$ cat src/logic/dwd_regs.svh
`ifndef DWD_REGS_SVH
`define DWD_REGS_SVH

// cpu clock rate that the window watchdog time figures are quoted at
`define DWD_CPU_MHZ           16
`define DWD_WWD_MIN_US        75
`define DWD_WWD_MAX_US        64000
// cpu clock ticks per downcounter step (one step = shortest time-out)
`define DWD_WWD_STEP_TICKS    (`DWD_WWD_MIN_US * `DWD_CPU_MHZ)
// longest time-out in steps, rounded down
`define DWD_WWD_MAX_STEPS     (`DWD_WWD_MAX_US / `DWD_WWD_MIN_US)

`define DWD_RC_KHZ            128
`define DWD_IWD_MIN_US        60
`define DWD_IWD_MAX_US        1000000
// least time rounds up, longest rounds down, in low speed clock edges
`define DWD_IWD_MIN_EDGES     ((`DWD_IWD_MIN_US * `DWD_RC_KHZ + 999) / 1000)
`define DWD_IWD_MAX_EDGES     (`DWD_IWD_MAX_US * `DWD_RC_KHZ / 1000)

`define DWD_WWD_WIDTH         10
`define DWD_IWD_WIDTH         17
`define DWD_COUNT_RST         0

`endif

$ cat src/logic/dwd_pkg.sv
`default_nettype none
package dwd_pkg;

  typedef enum logic [1:0] {
    st_idle  = 2'b00,
    st_run   = 2'b01,
    st_fired = 2'b11
  } dwd_state_e;

  function automatic logic [31:0] dwd_clamp(input logic [31:0] v,
                                            input logic [31:0] lo,
                                            input logic [31:0] hi);
    logic [31:0] r;
    r = v;
    if (v < lo) begin
      r = lo;
    end else if (v > hi) begin
      r = hi;
    end
    return r;
  endfunction : dwd_clamp

endpackage : dwd_pkg
`default_nettype wire

$ cat src/logic/dwd_indep.sv
`timescale 1ns/100ps
`default_nettype none
`include "dwd_regs.svh"

module dwd_indep #(
  parameter int unsigned IWD_W         = `DWD_IWD_WIDTH,
  parameter int unsigned IWD_MIN_EDGES = `DWD_IWD_MIN_EDGES,
  parameter int unsigned IWD_MAX_EDGES = `DWD_IWD_MAX_EDGES
) (
  input  wire logic             core_clk,
  input  wire logic             rst_n,
  input  wire logic             low_speed_rc_clock,
  input  wire logic             go,
  input  wire logic             refresh,
  input  wire logic [IWD_W-1:0] reload,
  output var  logic             active,
  output var  logic [IWD_W-1:0] count,
  output var  logic             fired
);
  import dwd_pkg::*;

  logic             rc_q;
  wire  logic       rc_rise;
  wire  logic       good_refresh;
  wire  logic       expire;
  wire  logic [IWD_W-1:0] reload_val;
  logic [IWD_W-1:0] next_count;

  //////////////////////////////////////////////////////////////////////////
  // time base is the low speed clock only; cpu_tick never enters here
  assign rc_rise      = low_speed_rc_clock && !rc_q;
  assign good_refresh = active && refresh && !fired;
  assign expire       = active && !fired && rc_rise && (count <= IWD_W'(1)) && !refresh;
  assign reload_val   = IWD_W'(dwd_clamp(32'(reload), IWD_MIN_EDGES, IWD_MAX_EDGES));

  always_comb begin
    next_count = count;
    if (go && !active) begin
      next_count = reload_val;
    end else if (good_refresh) begin
      next_count = reload_val;
    end else if (active && !fired && rc_rise && count != 0) begin
      next_count = count - IWD_W'(1);
    end
  end

  always_ff @(posedge core_clk or negedge rst_n) begin
    if (!rst_n) begin
      rc_q   <= 1'b0;
      active <= 1'b0;
      count  <= IWD_W'(`DWD_COUNT_RST);
      fired  <= 1'b0;
    end else begin
      rc_q   <= low_speed_rc_clock;
      active <= active | go;
      count  <= next_count;
      fired  <= fired | expire;
    end
  end

  //////////////////////////////////////////////////////////////////////////
  chk_iwd_stays_on: assert property (@(posedge core_clk) disable iff (!rst_n)
    active |=> active) else $error("independent watchdog turned off");

  chk_iwd_rc_only: assert property (@(posedge core_clk) disable iff (!rst_n)
    (active && !rc_rise && !refresh) |=> $stable(count))
    else $error("independent count moved without low speed edge");

  chk_iwd_decrement: assert property (@(posedge core_clk) disable iff (!rst_n)
    (active && !fired && rc_rise && !refresh && count > 1) |=> (count == $past(count) - 1))
    else $error("independent count missed a low speed edge");

  chk_iwd_timeout: assert property (@(posedge core_clk) disable iff (!rst_n)
    (active && rc_rise && count == 1 && !refresh) |=> fired)
    else $error("independent time-out not flagged");

  chk_iwd_reload: assert property (@(posedge core_clk) disable iff (!rst_n)
    (active && !fired && refresh) |=> (count == $past(reload_val)))
    else $error("independent refresh did not reload");

endmodule : dwd_indep
`default_nettype wire

$ cat src/logic/dwd_top.sv
// Behaviour
// - each watchdog starts from its option strap at reset or a software write.
// - once active, writes of zero are ignored; only reset stops a watchdog.
// - window downcounter reaching zero requests a device reset.
// - refresh while count is above the window value requests a device reset.
// - independent counter steps on the low speed clock, not the cpu clock.
// - independent watchdog keeps counting and resetting when cpu clock fails.
// - independent time-out programmable from about 60 us to about 1 s.

`timescale 1ns/100ps
`default_nettype none
`include "dwd_regs.svh"

module dwd_top #(
  parameter int unsigned WWD_W          = `DWD_WWD_WIDTH,
  parameter int unsigned IWD_W          = `DWD_IWD_WIDTH,
  parameter int unsigned WWD_STEP_TICKS = `DWD_WWD_STEP_TICKS,
  parameter int unsigned WWD_MAX_STEPS  = `DWD_WWD_MAX_STEPS,
  parameter int unsigned IWD_MIN_EDGES  = `DWD_IWD_MIN_EDGES,
  parameter int unsigned IWD_MAX_EDGES  = `DWD_IWD_MAX_EDGES
) (
  input  wire logic             core_clk,
  input  wire logic             nrst,
  input  wire logic             cpu_tick,
  input  wire logic             low_speed_rc_clock,
  input  wire logic             wwd_option_on,
  input  wire logic             iwd_option_on,
  input  wire logic             wwd_ctrl_wr,
  input  wire logic             wwd_ctrl_en,
  input  wire logic             wwd_refresh,
  input  wire logic [WWD_W-1:0] wwd_reload,
  input  wire logic [WWD_W-1:0] wwd_window,
  input  wire logic             iwd_ctrl_wr,
  input  wire logic             iwd_ctrl_en,
  input  wire logic             iwd_refresh,
  input  wire logic [IWD_W-1:0] iwd_reload,
  output var  dwd_pkg::dwd_state_e wwd_state,
  output var  logic [WWD_W-1:0] wwd_count,
  output var  logic             iwd_active,
  output var  logic [IWD_W-1:0] iwd_count,
  output var  logic             iwd_fired,
  output var  logic             device_reset_req
);
  import dwd_pkg::*;

  localparam int unsigned SCW = $clog2(WWD_STEP_TICKS + 1);
  localparam logic [SCW-1:0] STEP_LAST = SCW'(WWD_STEP_TICKS - 1);

  logic [1:0]       rst_sync;
  wire  logic       rst_n;
  logic             started;
  logic [SCW-1:0]   step_cnt;
  logic [SCW-1:0]   next_step_cnt;
  dwd_state_e       next_state;
  logic [WWD_W-1:0] next_count;

  wire  logic       start_pulse;
  wire  logic       wwd_go;
  wire  logic       iwd_go;
  wire  logic       running;
  wire  logic       wwd_step;
  wire  logic       wwd_early;
  wire  logic       wwd_good;
  wire  logic       wwd_expire;
  wire  logic [WWD_W-1:0] reload_val;

  //////////////////////////////////////////////////////////////////////////
  // reset release through two flops; only the second is used downstream
  always_ff @(posedge core_clk or negedge nrst) begin
    if (!nrst) begin
      rst_sync <= 2'b00;
    end else begin
      rst_sync <= {rst_sync[0], 1'b1};
    end
  end
  assign rst_n = rst_sync[1];

  // straps are sampled on the first edge after release, never at reset
  always_ff @(posedge core_clk or negedge rst_n) begin
    if (!rst_n) begin
      started <= 1'b0;
    end else begin
      started <= 1'b1;
    end
  end
  assign start_pulse = !started;

  //////////////////////////////////////////////////////////////////////////
  // activation: strap or a write of one; a write of zero does nothing
  assign wwd_go = (start_pulse && wwd_option_on) || (wwd_ctrl_wr && wwd_ctrl_en);
  assign iwd_go = (start_pulse && iwd_option_on) || (iwd_ctrl_wr && iwd_ctrl_en);

  //////////////////////////////////////////////////////////////////////////
  // window watchdog, stepped by cpu clock ticks
  assign running    = (wwd_state == st_run);
  assign wwd_step   = running && cpu_tick && (step_cnt == STEP_LAST);
  assign wwd_early  = running && wwd_refresh && (wwd_count > wwd_window);
  // a refresh inside the window in the expiry cycle still counts as in time
  assign wwd_good   = running && wwd_refresh && !wwd_early;
  assign wwd_expire = wwd_step && (wwd_count <= WWD_W'(1)) && !wwd_good;
  assign reload_val = WWD_W'(dwd_clamp(32'(wwd_reload), 32'd1, WWD_MAX_STEPS));

  always_comb begin
    next_state = wwd_state;
    case (wwd_state)
      st_idle: begin
        if (wwd_go) begin
          next_state = st_run;
        end
      end
      st_run: begin
        if (wwd_early || wwd_expire) begin
          next_state = st_fired;
        end
      end
      st_fired: begin
        next_state = st_fired;
      end
      default: begin
        next_state = st_idle;
      end
    endcase
  end

  always_comb begin
    next_count = wwd_count;
    if (wwd_state == st_idle && wwd_go) begin
      next_count = reload_val;
    end else if (wwd_good) begin
      next_count = reload_val;
    end else if (wwd_step && wwd_count != 0) begin
      next_count = wwd_count - WWD_W'(1);
    end
  end

  always_comb begin
    next_step_cnt = step_cnt;
    if (wwd_good || (wwd_state == st_idle && wwd_go)) begin
      next_step_cnt = '0;
    end else if (running && cpu_tick) begin
      next_step_cnt = (step_cnt == STEP_LAST) ? '0 : step_cnt + SCW'(1);
    end
  end

  always_ff @(posedge core_clk or negedge rst_n) begin
    if (!rst_n) begin
      wwd_state        <= st_idle;
      wwd_count        <= WWD_W'(`DWD_COUNT_RST);
      step_cnt         <= '0;
      device_reset_req <= 1'b0;
    end else begin
      wwd_state        <= next_state;
      wwd_count        <= next_count;
      step_cnt         <= next_step_cnt;
      // held until nrst; iwd request arrives one edge after its flag
      device_reset_req <= device_reset_req | wwd_early | wwd_expire | iwd_fired;
    end
  end

  //////////////////////////////////////////////////////////////////////////
  // independent watchdog: core_clk must keep running, cpu_tick may stop
  dwd_indep #(
    .IWD_W         (IWD_W),
    .IWD_MIN_EDGES (IWD_MIN_EDGES),
    .IWD_MAX_EDGES (IWD_MAX_EDGES)
  ) u_indep (
    .core_clk           (core_clk),
    .rst_n              (rst_n),
    .low_speed_rc_clock (low_speed_rc_clock),
    .go                 (iwd_go),
    .refresh            (iwd_refresh),
    .reload             (iwd_reload),
    .active             (iwd_active),
    .count              (iwd_count),
    .fired              (iwd_fired)
  );

  //////////////////////////////////////////////////////////////////////////
  chk_wwd_sw_start: assert property (@(posedge core_clk) disable iff (!rst_n)
    (wwd_state == st_idle && wwd_ctrl_wr && wwd_ctrl_en) |=> (wwd_state == st_run))
    else $error("window watchdog did not start on write");

  chk_wwd_stays_on: assert property (@(posedge core_clk) disable iff (!rst_n)
    (wwd_state != st_idle) |=> (wwd_state != st_idle))
    else $error("window watchdog turned off");

  chk_wwd_timeout: assert property (@(posedge core_clk) disable iff (!rst_n)
    (running && cpu_tick && step_cnt == STEP_LAST && wwd_count == 1 && !wwd_refresh)
    |=> (wwd_state == st_fired) ##1 device_reset_req)
    else $error("window time-out did not reset");

  chk_wwd_early: assert property (@(posedge core_clk) disable iff (!rst_n)
    (running && wwd_refresh && wwd_count > wwd_window) |=> (wwd_state == st_fired))
    else $error("early refresh not punished");

  chk_wwd_reload: assert property (@(posedge core_clk) disable iff (!rst_n)
    (running && wwd_refresh && wwd_count <= wwd_window)
    |=> (wwd_state == st_run && wwd_count == $past(reload_val) && step_cnt == 0))
    else $error("window refresh did not reload");

  chk_wwd_step: assert property (@(posedge core_clk) disable iff (!rst_n)
    (running && cpu_tick && step_cnt == STEP_LAST && !wwd_refresh && wwd_count > 1)
    |=> (wwd_count == $past(wwd_count) - 1))
    else $error("window count missed a step");

  chk_iwd_reset: assert property (@(posedge core_clk) disable iff (!rst_n)
    iwd_fired |=> device_reset_req)
    else $error("independent time-out did not reset");

  // strap is looked at only on the first edge after the internal reset release
  chk_wwd_strap_start: assert property (@(posedge core_clk) disable iff (!rst_n)
    (start_pulse && wwd_option_on) |=> (wwd_state == st_run))
    else $error("window watchdog strap ignored");

  chk_iwd_strap_start: assert property (@(posedge core_clk) disable iff (!rst_n)
    (start_pulse && iwd_option_on) |=> iwd_active)
    else $error("independent watchdog strap ignored");

  chk_wwd_fired_req: assert property (@(posedge core_clk) disable iff (!rst_n)
    (wwd_state == st_fired) |-> device_reset_req)
    else $error("window watchdog fired without reset request");

endmodule : dwd_top
`default_nettype wire

$ cat config.mk
export PLATFORM = sky130hd
export DESIGN_NAME = dwd_top
export DESIGN_NICKNAME = d
export VERILOG_FILES = /design/src/logic/dwd_pkg.sv /design/src/logic/dwd_indep.sv /design/src/logic/dwd_top.sv
export VERILOG_INCLUDE_DIRS = /design/src /design/src/logic
export SDC_FILE = /design/constraint.sdc
export NUM_CORES = 1
export LEC_CHECK = 0
export BUFFER_PORTS_ARGS = -buffer_cell sky130_fd_sc_hd__buf_2
export CORE_UTILIZATION = 30
export DETAILED_ROUTE_END_ITERATION = 10
export PLACE_DENSITY_LB_ADDON = 0.08
export SLEW_MARGIN = 20
export SYNTH_ARGS = -nofsm -noshare
export SYNTH_HDL_FRONTEND = slang
export SYNTH_SLANG_ARGS = --single-unit
$ cat constraint.sdc
create_clock -name core_clk -period 1.6 [get_ports core_clk]
set_input_delay 0.24 -clock core_clk [delete_from_list [all_inputs] [get_ports core_clk]]
set_output_delay 0.24 -clock core_clk [all_outputs]
set_load 0.02 [all_outputs]
### After elaboration in Yosys (flattened, before gate mapping)

Index checks and enable logic that the tools add are counted.

* eq/ne operators: 5
* multiplexer cells: 16
* order comparisons: 7
* reduce and logical (&&, ||, !) cells: 40
* add/subtract/negate cells: 3
* bitwise gates (word level): 5

Operators by type and width (number)
* 17-bit two-way mux: 5
* 10-bit two-way mux: 5
* 11-bit two-way mux: 3
* 1-bit logical AND: 22
* 17-bit > comparator (second input constant): 1
* 17-bit by 1-bit less-or-equal comparator with 1-bit output (second input constant): 1
* 17-bit by 4-bit less-than comparator with 1-bit output (second input constant): 1
* 17-bit nonzero test: 1
* 17-bit by 1-bit subtractor with 17-bit output (second input constant): 1
* 11-bit by 1-bit adder with 11-bit output (second input constant): 1
* 11-bit equality test (second input constant): 1
* 10-bit > comparator: 1
* 10-bit > comparator (second input constant): 1
* 10-bit by 1-bit less-or-equal comparator with 1-bit output (second input constant): 1
* 10-bit by 1-bit less-than comparator with 1-bit output (second input constant): 1
* 10-bit nonzero test: 1
* 10-bit by 1-bit subtractor with 10-bit output (second input constant): 1
* 1-bit zero test: 7
* 2-bit one-hot mux with 3 select lines: 1
* 3-bit nonzero test: 2
* 1-bit OR: 5
* 1-bit logical OR: 4
* 2-bit two-way mux: 2
* 2-bit by 1-bit equality test with 1-bit output (second input constant): 1
* 6 further kinds: 6

* logic and storage cells: 86
* flip-flop bits (word level): 47
* output and inout bits: 32

### Logic depth before layout (Yosys ltp)

Gate-level depths: netlist of the first run.

* depth after elaboration: 10
* depth in mapped cells: 10
* gate-level depth less buffers: 8

### By module

Synthesis of the first run repeated with hierarchy kept, for this count alone.

* cells, all modules: 365
* area total of the unflattened synthesis: 3301.9 um^2

By module, submodules not included
* dwd_top: cells each 210, instances 1, area each 1939.4 um^2
* dwd_indep: cells each 155, instances 1, area each 1362.6 um^2

### Worst setup path before layout of the first run

No wires, ideal clock.

* path type: reg2reg
* start: register wwd_count[9]
* end: register wwd_count[4]
* cell stages (with the launch flop): 9
* slack: -0.723 ns
* data required time: 1.521 ns
* period minus slack after synthesis: 2.323 ns
* arrival time: 2.243 ns
* buffers on the path: 2
* cells stage by stage: dfrtp_1 > ha_1 > a21oi_1 > o211ai_1 > nor4_1 > a221o_1 > clkbuf_1 > clkbuf_1 > mux2i_1

* longest elaborated chain between the ends: 6
* elaborated cells between the ends (all ways): 9
* classes of those cells: order compare: 1; mux: 2; reduce/logical: 6

RTL lines
* start: declaration: line dwd_top.sv:38 `output var logic [WWD_W-1:0] wwd_count,`
* start signal: assignment: line dwd_top.sv:148 `` wwd_count <= WWD_W'(`DWD_COUNT_RST); ``
* start signal: assignment: line dwd_top.sv:153 `wwd_count <= next_count;`
* 10-bit > comparator: line dwd_top.sv:97 `assign wwd_early = running && wwd_refresh && (wwd_count > wwd_window);`
* 1-bit logical AND: line dwd_top.sv:97
* 1-bit zero test: line dwd_top.sv:99 `assign wwd_good = running && wwd_refresh && !wwd_early;`
* 1-bit logical AND: line dwd_top.sv:99
* 10-bit two-way mux: line dwd_top.sv:129 `end else if (wwd_good) begin`
* 10-bit two-way mux: line dwd_top.sv:127 `if (wwd_state == st_idle && wwd_go) begin`

Parallel ways exist; a longest one is shown, timed or not.
A chain may end at the register's enable or synchronous reset.

### Final worst setup path of the first run

* start: register wwd_count[7]
* end: register wwd_count[8]

Same word-level chain as after synthesis.

==> metrics list, run 1 <==
* Time the final worst path needs with I/O delays and setup: 2.19 ns
* Gate count after technology mapping: 349
- STA classifies the critical path endpoint as a flop.
- STA classifies the critical path startpoint as a flop.
* Biggest area consumer among synthesized cells: sky130_fd_sc_hd__dfrtp_1
* Synth-to-Final Area Change: 63.6%
* IR Drop Worst-Case VDD: 494 uV
- The number of slew-limit violations in the final report came to 0.
- Library cells used by synthesis: 53
- Final hold violation count: 0
- In the post-synthesis netlist, the biggest area contributors are sky130_fd_sc_hd__dfrtp_1 38%, sky130_fd_sc_hd__ha_1 6.9%, sky130_fd_sc_hd__nor2_1 4.9%, sky130_fd_sc_hd__a21oi_1 3.8%, sky130_fd_sc_hd__xor2_1 3.4%.
* Asr flop ratio synth: 100%
* Worst hold margin: 0.0557 ns
* Total number of H-tree levels: 2
* Global placer's final weighted congestion: 0.808
- Max Clk Rate: 0.458 GHz
* Violated checks: negative setup slack
- The number of buffers and inverters on the critical path is 2.
* Clock tree skew after final layout: 0.00849 ns
- Run status: finished with violations
- The routed design has 9650 um of wire.
* Worst endpoint data arrival time: 2.38 ns
* Initial antenna violation count: 0
* Proportion of netlist area held by the largest area contributor: 38.4%
- Among all flip-flop cells after synthesis, the most frequent one is sky130_fd_sc_hd__dfrtp_1.
* Post-route clock period utilization: 137%
* Final setup margin: -0.585 ns
- Post-route core utilization: 51.1%
- # nets final: 623
- Fill cells in the final layout number 996.
- Delay of the slowest critical-path stage: 0.43 ns
- The floorplan step defined a core boundary enclosing 9820 um^2.
- Setup repair after global routing could not meet its margin everywhere.
- # clock sinks: 47
- The largest individual stage delay along the critical path comes from the cell sky130_fd_sc_hd__dfrtp_2.
- During placement, the flow inserted port buffers numbering 80.
- Mean area per synthesized cell: 8.79 um^2
- In this run the core area contains 36 standard-cell rows.
- The worst register-to-register path ends at wwd_count[8].
* First-pass GRT wire length: 15,500 um
* Post-route ant nets: 0
* Type of the tightest min-delay check: input pin to flop
* Share of synthesized area occupied by flip-flops and latches: 38.4%
- The die covers 10,600 um^2.
- Total vias in the final route: 3,384
- 0 antenna diodes ended up in the layout.
* Clock-pin slew on the worst setup and hold paths: 0.09 ns
* Reg2Reg Setup Slack: -0.59 ns
- After detailed routing, the number of remaining DRC violations is 0.
- The library cell used most frequently in the layout, excluding fill and tap cells, is sky130_fd_sc_hd__buf_4.
- Launch point of the critical path: wwd_count[7]
- Most used cells in the layout excluding fill and tap cells: 117 x sky130_fd_sc_hd__buf_4, 80 x sky130_fd_sc_hd__buf_2, 36 x sky130_fd_sc_hd__nor2_1
- In the final routed layout, each cell accounts on average for 14.0 um.
* Root buffer cell: sky130_fd_sc_hd__clkbuf_8
- The longest clock path from root to sink contains 2 buffers.
* Fraction of layout instances using a drive strength above 1: 49.6%
- Source of the worst register-to-register timing path: wwd_count[7]
- The critical path in this run is classified as flop to flop.
- Setup violators final: 40
- Counting buffers and inverters, the worst setup path is 8 cells deep.
- Clock tree from TritonCTS: yes
- For this design the top-level I/O count stands at 81.
* Req. time, crit path: 1.79 ns
- The signal on the critical path passes through ha_4 -> nand4_1 -> buf_4 -> a211oi_2 -> nor4_1 -> a221o_2 -> buf_6 -> o31a_1.
* Post-synth EDFFs: 0
- In the final timing run, aggregate negative setup slack is -15.43 ns.
* Initial detailed-routing violation count: 69
- Summing internal, switching and leakage power gives 5.01 mW.
- Largest net degree at the start of global routing: 46
- The cell area that synthesis handed to floorplanning was 3070 um^2.
- Max_cap viols: 0
- In this run the vertical extent of the chip is 103 um.
- Global routing consumed, over all layers together, 19.1% of the routing resources.
- Counting cells, the worst reg-to-reg path comes to 8.
- For this configuration, the core starts out at a cell density of 31.2%.
- Synthesis inferred 47 register bits.
- Post-DP HPWL: 7450 um
- For this run, the number of Yosys warnings is 0.
- Via/cell ratio: 4.90
- Congestion Overflow GR: 0
* Detailed-router iteration count before antenna repair: 4
- Vias in the first global route: 3,258
* Largest fanout on the critical path: 7
- The analysis attributes to cell leakage a power of 2.31 nW.
- Die span in x: 103 um
* Gate family responsible for the most delay along the worst path: compound AO/OA/AOI/OAI gates
- Clock latency on the worst-skew pair, taken at its later pin, is 0.30 ns.
* Number of buffers created by CTS: 5
- In this run the worst setup path terminates at wwd_count[8].
* Hold path start: low_speed_rc_clock
- In this run the power density over the cells is 999 nW/um^2.
## worst min path at each step
stage	slack (ns)	to	depth (start not counted)
3_5_place_dp	0.03	rst_sync[0]	1
3_3_place_gp	0.03	rst_sync[0]	1
2_1_floorplan	-0.06	rst_sync[0]	0
6_report	0.06	u_indep.rc_q	1
4_1_cts	0.05	u_indep.rc_q	1
5_1_grt	0.04	u_indep.rc_q	1
## cell families after synthesis
group | count (synthesis) | synth area share (%)
AND/OR/NAND/NOR | 156 | 27.7
AO/OA/AOI/OAI | 76 | 16.5
flip-flops | 47 | 38.4
buffers and inverters | 29 | 3.59
XOR/XNOR | 19 | 5.43
adder cells (fa/ha/maj) | 17 | 6.94
multiplexers | 4 | 1.35
other | 1 | 0.122
## routing by layer
metal | vias up | part of all wire, % | GRT usage [%]
met3 | 6 | 3.8 | 2.98
met2 | 73 | 50 | 34.2
met4 | 0 | 0.81 | 4.12
met5 | - | 0 | 0
li1 | 1700 | - | -
met1 | 1605 | 46 | 24.3
## sequential cells by signal, indices dropped and copies added (netlist names)
signal            cells
u_indep.count        17
step_cnt             11
wwd_count            10
rst_sync              2
wwd_state             2
device_reset_req      1
started               1
u_indep.active        1
u_indep.fired         1
u_indep.rc_q          1
## repair_timing
action                                 in CTS  in global routing
pin swaps                                  15                 19
setup endpoints to repair                  40                 40
hold buffers                                1                  0
gates cloned                                1                  0
endpoints found under the hold margin       2                  0
gates resized for setup                    26                 23
buffers inserted                            6                  4
## area by class of cell
type | count | area [um^2] | area share, %
Multi-Input combinational cell | 274 | 2070 | 41.2
Timing Repair Buffer | 208 | 1430 | 28.5
Sequential cell | 47 | 1190 | 23.8
Tap cell | 133 | 166 | 3.32
Clock buffer | 8 | 80.1 | 1.60
Inverter | 21 | 78.8 | 1.57
## power breakdown
part	total, mW	switching [mW]	internal (mW)
sequential	1.59	0.162	1.43
clock	0.723	0.411	0.312
combinational	2.70	1.41	1.29
## stage by stage
| step | setup slack [ns] | instance area (um^2) | std cells |
|---|---|---|---|
| finish | -0.585 | 5020 | 691 |
| floorplan | -0.507 | 3190 | 350 |
| CTS | -0.586 | 4860 | 687 |
| detailed placement | -0.665 | 4600 | 672 |
| global route | -0.693 | 5020 | 691 |
| global placement | -0.606 | 4600 | 672 |
## cell usage after synthesis, drive strengths merged (2+ instances only)
cell type  count
nor3b          2
nand2         25
nor2          40
xor2          12
and3           5
o21ai         15
and4           2
xnor2          7
ha            17
dfrtp         47
o2111a         2
nor3          15
nand3b         5
or4            4
nand4          8
a211oi         5
nor2b          2
a31o           2
clkbuf         7
o31ai          2
or3            3
o211ai         5
nand2b         3
mux2i          3
inv           21
nor4          14
a31oi          4
and2           2
a221o          2
nor4b          2
a22o           4
nand3         20
o21a           2
a22oi          4
a21oi         23
Note: power is estimated with default switching activity, not from simulation.
==> run 2, diff against run 1 <==
--- a/config.mk
+++ b/config.mk
@@ -7,6 +7,7 @@
 export NUM_CORES = 1
 export LEC_CHECK = 0
 export BUFFER_PORTS_ARGS = -buffer_cell sky130_fd_sc_hd__buf_2
+export CORE_ASPECT_RATIO = 1.75
 export CORE_UTILIZATION = 30
 export DETAILED_ROUTE_END_ITERATION = 10
 export PLACE_DENSITY_LB_ADDON = 0.08
==> metrics list, run 2 (synthesis results as in run 1) <==
* Clock-pin slew on the worst setup and hold paths: 0.06 ns (-0.03 ns)
* Largest fanout on the critical path: 5 (-2)
- Crit path cell chain: buf_6 -> or4_4 -> nor4b_4 -> a21boi_4 -> buf_6 -> buf_4 -> xnor2_2 -> nor2_1 -> a31oi_1
- The aggregate routed wire length came to 10,800 um (+12%).
* Max Clk Rate: 0.452 GHz (-1.2%)
- Classification of the worst setup path: flop to flop
- The maximum resistive drop on vdd came to 859 uV (+74%).
- The average wire per standard cell came to 15.7 um (+12%).
* Number of I/O pins: 81 (unchanged)
- The via count of the first global-routing pass came to 3,557 (+9.2%).
* Clock tree from TritonCTS: yes
- Number of standard cells in the layout, taps in and fillers out: 686 (-0.72%)
- Worst Path Buf+Inv: 3 (+1)
- Source of the worst register-to-register timing path: wwd_count[4]
- Global placer's final weighted congestion: 0.883 (+9.2%)
- Worst R2R End: wwd_count[0]
- The critical path ends at wwd_count[0].
- The overall via count from detail_route came to 3,473 (+2.6%).
- Final hold violation count: 0 (unchanged)
* Reg2Reg Depth: 9 (+1)
- The min-delay analysis places its worst path in the category input pin to flop.
* Number of buffers created by CTS: 5 (unchanged)
* Cell mode on critical path: sky130_fd_sc_hd__buf_6
* Largest registers ranked by flip-flop count: u_indep.count: 17 flops, step_cnt: 11 flops, wwd_count: 10 flops
* Via/cell ratio: 5.06 (+3.4%)
- The largest individual stage delay along the critical path comes from the cell sky130_fd_sc_hd__or4_4.
- Gate family responsible for the most delay along the worst path: simple AND/OR/NAND/NOR gates
- The row count came to 48 (+33%).
- The number of buffers on the longest clock path is 2 (unchanged).
- # nets final: 626 (+0.48%)
- The worst-case setup margin in the final layout came to -0.611 ns (-0.0259 ns).
* Setup violators final: 40 (unchanged)
- The area growth from synthesis to layout is 70.0%.
- The filler cell count is 971 (-2.5%).
* Initial detailed-routing violation count: 115 (+67%)
* Port buffer count: 80 (unchanged)
* First-pass GRT wire length: 16,600 um (+6.8%)
* # clock sinks: 47 (unchanged)
* Run status: finished with violations
- Setup repair after global routing missed its margin: true
- The post-route standard cell area excluding fillers is 5210 um^2 (+3.9%).
- STA classifies the critical path endpoint as a flop.
- Leakage power: 2.37 nW (+2.8%)
- Max_cap viols: 0 (unchanged)
- Total number of H-tree levels: 2 (unchanged)
* Final-report max-slew violation count: 0 (unchanged)
* Delay of the slowest critical-path stage: 0.51 ns (+0.08 ns)
- Root buffer cell: sky130_fd_sc_hd__clkbuf_16
* Total placed instance area: 4600 um^2 (+0.16%)
* Most used cells in the layout excluding fill and tap cells: 118 x sky130_fd_sc_hd__buf_4, 80 x sky130_fd_sc_hd__buf_2, 34 x sky130_fd_sc_hd__nor2_1
- The final reports fail on negative setup slack.
- The count of antenna-violating nets left after detailed routing was 0 (unchanged).
* Clock insertion delay at the later pin of the skew report: 0.29 ns (about the same)
- Die height: 136 um (+32%)
- The cell area power density was 1090 nW/um^2 (+9.2%).
- Most frequent standard cell in the layout excluding fill and tap cells: sky130_fd_sc_hd__buf_4
- Time the final worst path needs with I/O delays and setup: 2.21 ns (+0.0259 ns)
* Die Area: 10,600 um^2 (+0.15%)
- Core Region: 9910 um^2 (+0.92%)
* Fraction of layout instances using a drive strength above 1: 52.8% (+3.1 points)
* Clock tree skew after final layout: 0.00446 ns (-0.00403 ns)
- Startpoint type of the worst setup path: flop
- The setup slack of the worst register-to-register path is -0.61 ns (-0.03 ns).
- Worst endpoint data arrival time: 2.42 ns (+0.04 ns)
- Total Routing Usage GR: 20.6% (+1.4 points)
* Hold Path Stages: 1 (unchanged)
* Cell Count Post-Placement: 663 (-1.3%)
- Post-route clock period utilization: 138% (+1.6 points)
- The initial core utilization is 30.9% (-0.28 points).
- Ranked by flip-flop count, first place goes to u_indep.count.
* Diodes inserted: 0 (unchanged)
- Largest net degree at the start of global routing: 46 (unchanged)
- The count of cell instances traversed by the critical path was 9 (+1).
- The remaining design rule violation count came to 0 (unchanged).
- The global-route congestion overflow total was 0 (unchanged).
* Die span in x: 78.4 um (-24%)
* Worst hold margin: 0.0714 ns (+0.0157 ns)
- Launch point of the critical path: wwd_count[4]
- The data required time of the worst path came to 1.81 ns (+0.02 ns).
- The flip-flop count of the largest register, all copies and words added was 17 (unchanged).
- The number of iterations in the first detailed-routing pass is 4 (unchanged).
- Initial antenna violation count: 0 (unchanged)
- The HPWL after detailed placement came to 8380 um (+13%).
## run 2: changes by cell type in the layout (fill, tap and decap cells not counted), moves of 3 or more
| cell | before | now |
|---|---|---|
| sky130_fd_sc_hd__clkbuf_8 | 5 | 0 |
| sky130_fd_sc_hd__a21oi_1 | 22 | 15 |
| sky130_fd_sc_hd__a21oi_2 | 1 | 8 |
| sky130_fd_sc_hd__ha_1 | 13 | 10 |
| sky130_fd_sc_hd__clkbuf_16 | 0 | 5 |
| sky130_fd_sc_hd__ha_4 | 4 | 7 |
## run 2: worst reg2reg max path, cell delays in order, from the launching register on
cell                       delay (ns)
sky130_fd_sc_hd__dfrtp_2         0.43
sky130_fd_sc_hd__buf_6           0.13
sky130_fd_sc_hd__or4_4           0.51
sky130_fd_sc_hd__nor4b_4         0.34
sky130_fd_sc_hd__a21boi_4        0.14
sky130_fd_sc_hd__buf_6           0.16
sky130_fd_sc_hd__buf_4           0.13
sky130_fd_sc_hd__xnor2_2         0.11
sky130_fd_sc_hd__nor2_1          0.05
sky130_fd_sc_hd__a31oi_1         0.13
## run 2: power by group
part	internal (mW)	switching [mW]	total (mW)
clock network	0.583	0.456	1.04
logic	1.44	1.59	3.03
registers	1.43	0.188	1.62
## run 2: final cells by class
cell class,count,area (um^2),area share [%]
Clock buffer,8,136,2.62
Inverter,21,78.8,1.51
Multi-Input combinational cell,274,2170,41.7
Sequential cell,47,1190,22.9
Tap cell,125,156,3.00
Timing Repair Buffer,211,1470,28.3
## run 2: stage by stage
step	power, mW	TNS [ns]	worst slack, ns	utilization [%]
global route	6.02	-18.52	-0.693	52.6
floorplan	2.90	-11.50	-0.507	-
global placement	4.11	-15.19	-0.667	46.5
CTS	5.39	-16.08	-0.625	50.3
finish	5.69	-14.90	-0.611	52.6
detailed placement	4.15	-16.13	-0.646	46.5
## run 2: how the worst min path moves through the flow
stage                              end  slack, ns          startpoint
after floorplan            rst_sync[0]      -0.06                nrst
after global placement     rst_sync[0]       0.02                nrst
after detailed placement   rst_sync[0]       0.03                nrst
after CTS                 u_indep.rc_q       0.07  low_speed_rc_clock
after global routing      u_indep.rc_q       0.07  low_speed_rc_clock
final                     u_indep.rc_q       0.07  low_speed_rc_clock
## run 2: what timing repair did
item / 4_1_cts / 5_1_grt
pin swaps: 30 / 22
cloned: 0 / 0
hold endpoints to repair: 2 / 0
endpoints found under the setup margin: 40 / 41
gates resized for setup: 35 / 36
buffers inserted: 9 / 6
hold buffers: 1 / 0
## run 2: per-layer routing
metal	GRT usage (%)	vias to the layer above	part of all wire [%]
met5	0	-	0
met2	42.9	93	58
li1	-	1704	-
met1	18.5	1650	35
met3	2.49	26	2.9
met4	10.3	0	4.2
==> run 3, diff against run 2 <==
==> constraint.sdc (replaced) <==
create_clock -name core_clk -period 2.11 [get_ports core_clk]
set_input_delay 0.3165 -clock core_clk [delete_from_list [all_inputs] [get_ports core_clk]]
set_output_delay 0.3165 -clock core_clk [all_outputs]
set_load 0.02 [all_outputs]
==> metrics list, run 3 (synthesis results as in run 1) <==
- Run status: finished with violations
- The checks that failed: negative setup slack.
* IR Drop Worst-Case VDD: 589 uV (-31%)
- The later-pin clock latency in the skew report came to 0.29 ns (about the same).
- Grouping stages by cell kind, the critical path spends the most delay in simple AND/OR/NAND/NOR gates.
- FP Rows: 48 (unchanged)
* Avg WL per Cell: 16.7 um (+6.7%)
- In the layout the commonest cells are 80 x sky130_fd_sc_hd__buf_2, 54 x sky130_fd_sc_hd__buf_4, 39 x sky130_fd_sc_hd__dfrtp_1.
- The die outline area came to 10,600 um^2 (unchanged).
- The static leakage came to 2.03 nW (-14%).
* Number of I/O pins: 81 (unchanged)
- The worst setup path is launched from a flop.
- The count of antenna-violating nets left after detailed routing was 0 (unchanged).
- Initial antenna violation count: 0 (unchanged)
- Diodes inserted: 0 (unchanged)
- The overall die width came to 78.4 um (unchanged).
- The aggregate routed wire length was 10,500 um (-2.8%).
- STA classifies the critical path endpoint as a flop.
* Total Routing Usage GR: 20.2% (-0.33 points)
- At the pin with the least slew margin, the transition time is 0.620 ns.
* Worst Path Buf+Inv: 3 (unchanged)
- Post-route clock period utilization: 109% (-29 points)
* Pre-CTS worst setup slack: -0.210 ns (+0.436 ns)
- Worst endpoint data arrival time: 2.46 ns (+0.04 ns)
- The maximum clock skew at final layout is 0.00844 ns (+0.00399 ns).
- The initial core utilization is 30.9% (unchanged).
- The starting DRC count in detailed routing is 79 (-31%).
- The core utilization of the finished layout came to 45.4% (-7.2 points).
- The count of input and output buffers was 80 (unchanged).
- The cell area power density was 898 nW/um^2 (-18%).
- The largest registers in the layout are u_indep.count: 17 flops, step_cnt: 11 flops, wwd_count: 10 flops.
- # clock sinks: 47 (unchanged)
- The tree is rooted in a sky130_fd_sc_hd__clkbuf_16.
- In this run the tightest slew margin relative to its limit is 58.6%.
- Global placer's final weighted congestion: 0.825 (-6.6%)
* Number of standard cells in the layout, taps in and fillers out: 625 (-8.9%)
* Req. time, crit path: 2.28 ns (+0.47 ns)
* Via/cell ratio: 5.32 (+5.1%)
- Total placed instance area: 4000 um^2 (-13%)
- The overall power after layout was 4.04 mW (-29%).
* Largest fanout on the critical path: 6 (+1)
- The global-route wire length before repair is 16,300 um (-1.9%).
- The worst-case setup margin in the final layout was -0.187 ns (+0.424 ns).
- The count of final hold-check violations came to 0 (unchanged).
* Detailed-router iteration count before antenna repair: 4 (unchanged)
- The maximum cell stage delay along the critical path was 0.53 ns (+0.02 ns).
- The HPWL after detailed placement came to 7990 um (-4.7%).
- Synth-to-Final Area Change: 46.8%
- Clock-pin slew on the worst setup and hold paths: 0.07 ns (about the same)
* Cell mode on critical path: sky130_fd_sc_hd__buf_6
- Setup violators final: 15 (-63%)
- Post-Layout Inst Area: 4500 um^2 (-14%)
- The cell total after placement is 598 (-9.8%).
* Core Region: 9910 um^2 (unchanged)
* Filler Cell Count: 1,018 (+4.8%)
* Crit path cell chain: buf_6 -> or4_4 -> nor4b_4 -> a21boi_4 -> buf_4 -> buf_6 -> nand4_1 -> xor2_1 -> o21ai_1
- Vias in the first global route: 3,285 (-7.6%)
- Largest net degree at the start of global routing: 46 (unchanged)
- Setup repair after global routing missed its margin: true
- The number of CTS-inserted buffers was 5 (unchanged).
- The layout net count is 565 (-9.7%).
- The final critical path time including I/O delays and setup was 2.30 ns (+0.0856 ns).
- The area used by multi-input combinational logic is 1950 um^2 (-10%).
- Die height: 136 um (unchanged)
- TritonCTS built the clock tree.
- Max Clk Rate: 0.435 GHz (-3.7%)
* Total number of H-tree levels: 2 (unchanged)
- Type of the tightest min-delay check: input pin to flop
- The number of buffers on the longest clock path came to 2 (unchanged).
* Total vias in the final route: 3,324 (-4.3%)
- The register with the most flip-flops in the final layout is u_indep.count.
* Most frequent standard cell in the layout excluding fill and tap cells: sky130_fd_sc_hd__buf_2
- Worst hold margin: 0.136 ns (+0.0643 ns)
- The number of slew-limit violations in the final report came to 0 (unchanged).
- The sequential cell area in the final layout is 1190 um^2 (-0.63%).
* Reg2Reg Setup Slack: -0.19 ns (+0.42 ns)
* Fraction of layout instances using a drive strength above 1: 40.4% (-12 points)
- Among all stages on the critical path, the largest delay is contributed by sky130_fd_sc_hd__or4_4.
- Classification of the worst setup path: flop to flop
- The global-route congestion overflow total came to 0 (unchanged).
- The remaining design rule violation count is 0 (unchanged).
- The flip-flop count of the largest register, all copies and words added came to 17 (unchanged).
* Setup TNS: -1.33 ns (+13.57 ns)
* Max_cap viols: 0 (unchanged)
-- run 3: report_power, final --
group,total (mW),internal [mW],switching (mW),leakage (nW)
clock network,0.792,0.438,0.354,0.0669
logic,1.99,0.914,1.08,1.40
registers,1.26,1.08,0.180,0.563
-- run 3: final cells by class --
type | instances | area share, %
inverter | 21 | 1.75
timing repair buffer | 150 | 22.0
clock inverter | 2 | 0.278
tap | 125 | 3.47
sequential | 47 | 26.3
multi-input combinational | 274 | 43.3
clock buffer | 6 | 2.86
-- run 3: repair_timing --
| item | CTS | global route |
|---|---|---|
| setup buffers | 9 | 8 |
| resized for setup | 28 | 28 |
| hold endpoints to repair | 2 | 0 |
| gates cloned | 1 | 1 |
| pin swaps | 12 | 13 |
| setup endpoints to repair | 21 | 29 |
| hold buffers | 1 | 0 |
-- run 3: per-layer routing --
layer	share of wire (%)	routed length [um]	global-route usage [%]	vias up
met5	0	0	0	-
met2	58	6070	41.0	110
met1	34	3590	19.0	1610
met3	3.7	388	2.69	21
li1	-	-	-	1583
met4	4.0	420	10.4	0
-- run 3: worst paths after layout --
check / startpoint / to / cells past startpoint
setup / recovery: wwd_count[7] / wwd_count[7] / 9
hold / removal: low_speed_rc_clock / u_indep.rc_q / 1
setup reg to reg: wwd_count[7] / wwd_count[7] / 9
hold reg to reg: rst_sync[1] / step_cnt[6] / 1
max in group asynchronous: rst_sync[1] / wwd_state[1] / 1
min in group asynchronous: nrst / rst_sync[1] / 2
-- run 3: worst register-to-register path, delay by kind of cell (launching register included) --
| family | cells | cell delay, ns |
|---|---|---|
| XOR/XNOR | 1 | 0.17 |
| AO/OA/AOI/OAI | 2 | 0.23 |
| buffers and inverters | 3 | 0.41 |
| AND/OR/NAND/NOR | 3 | 0.96 |
| flip-flops | 1 | 0.41 |
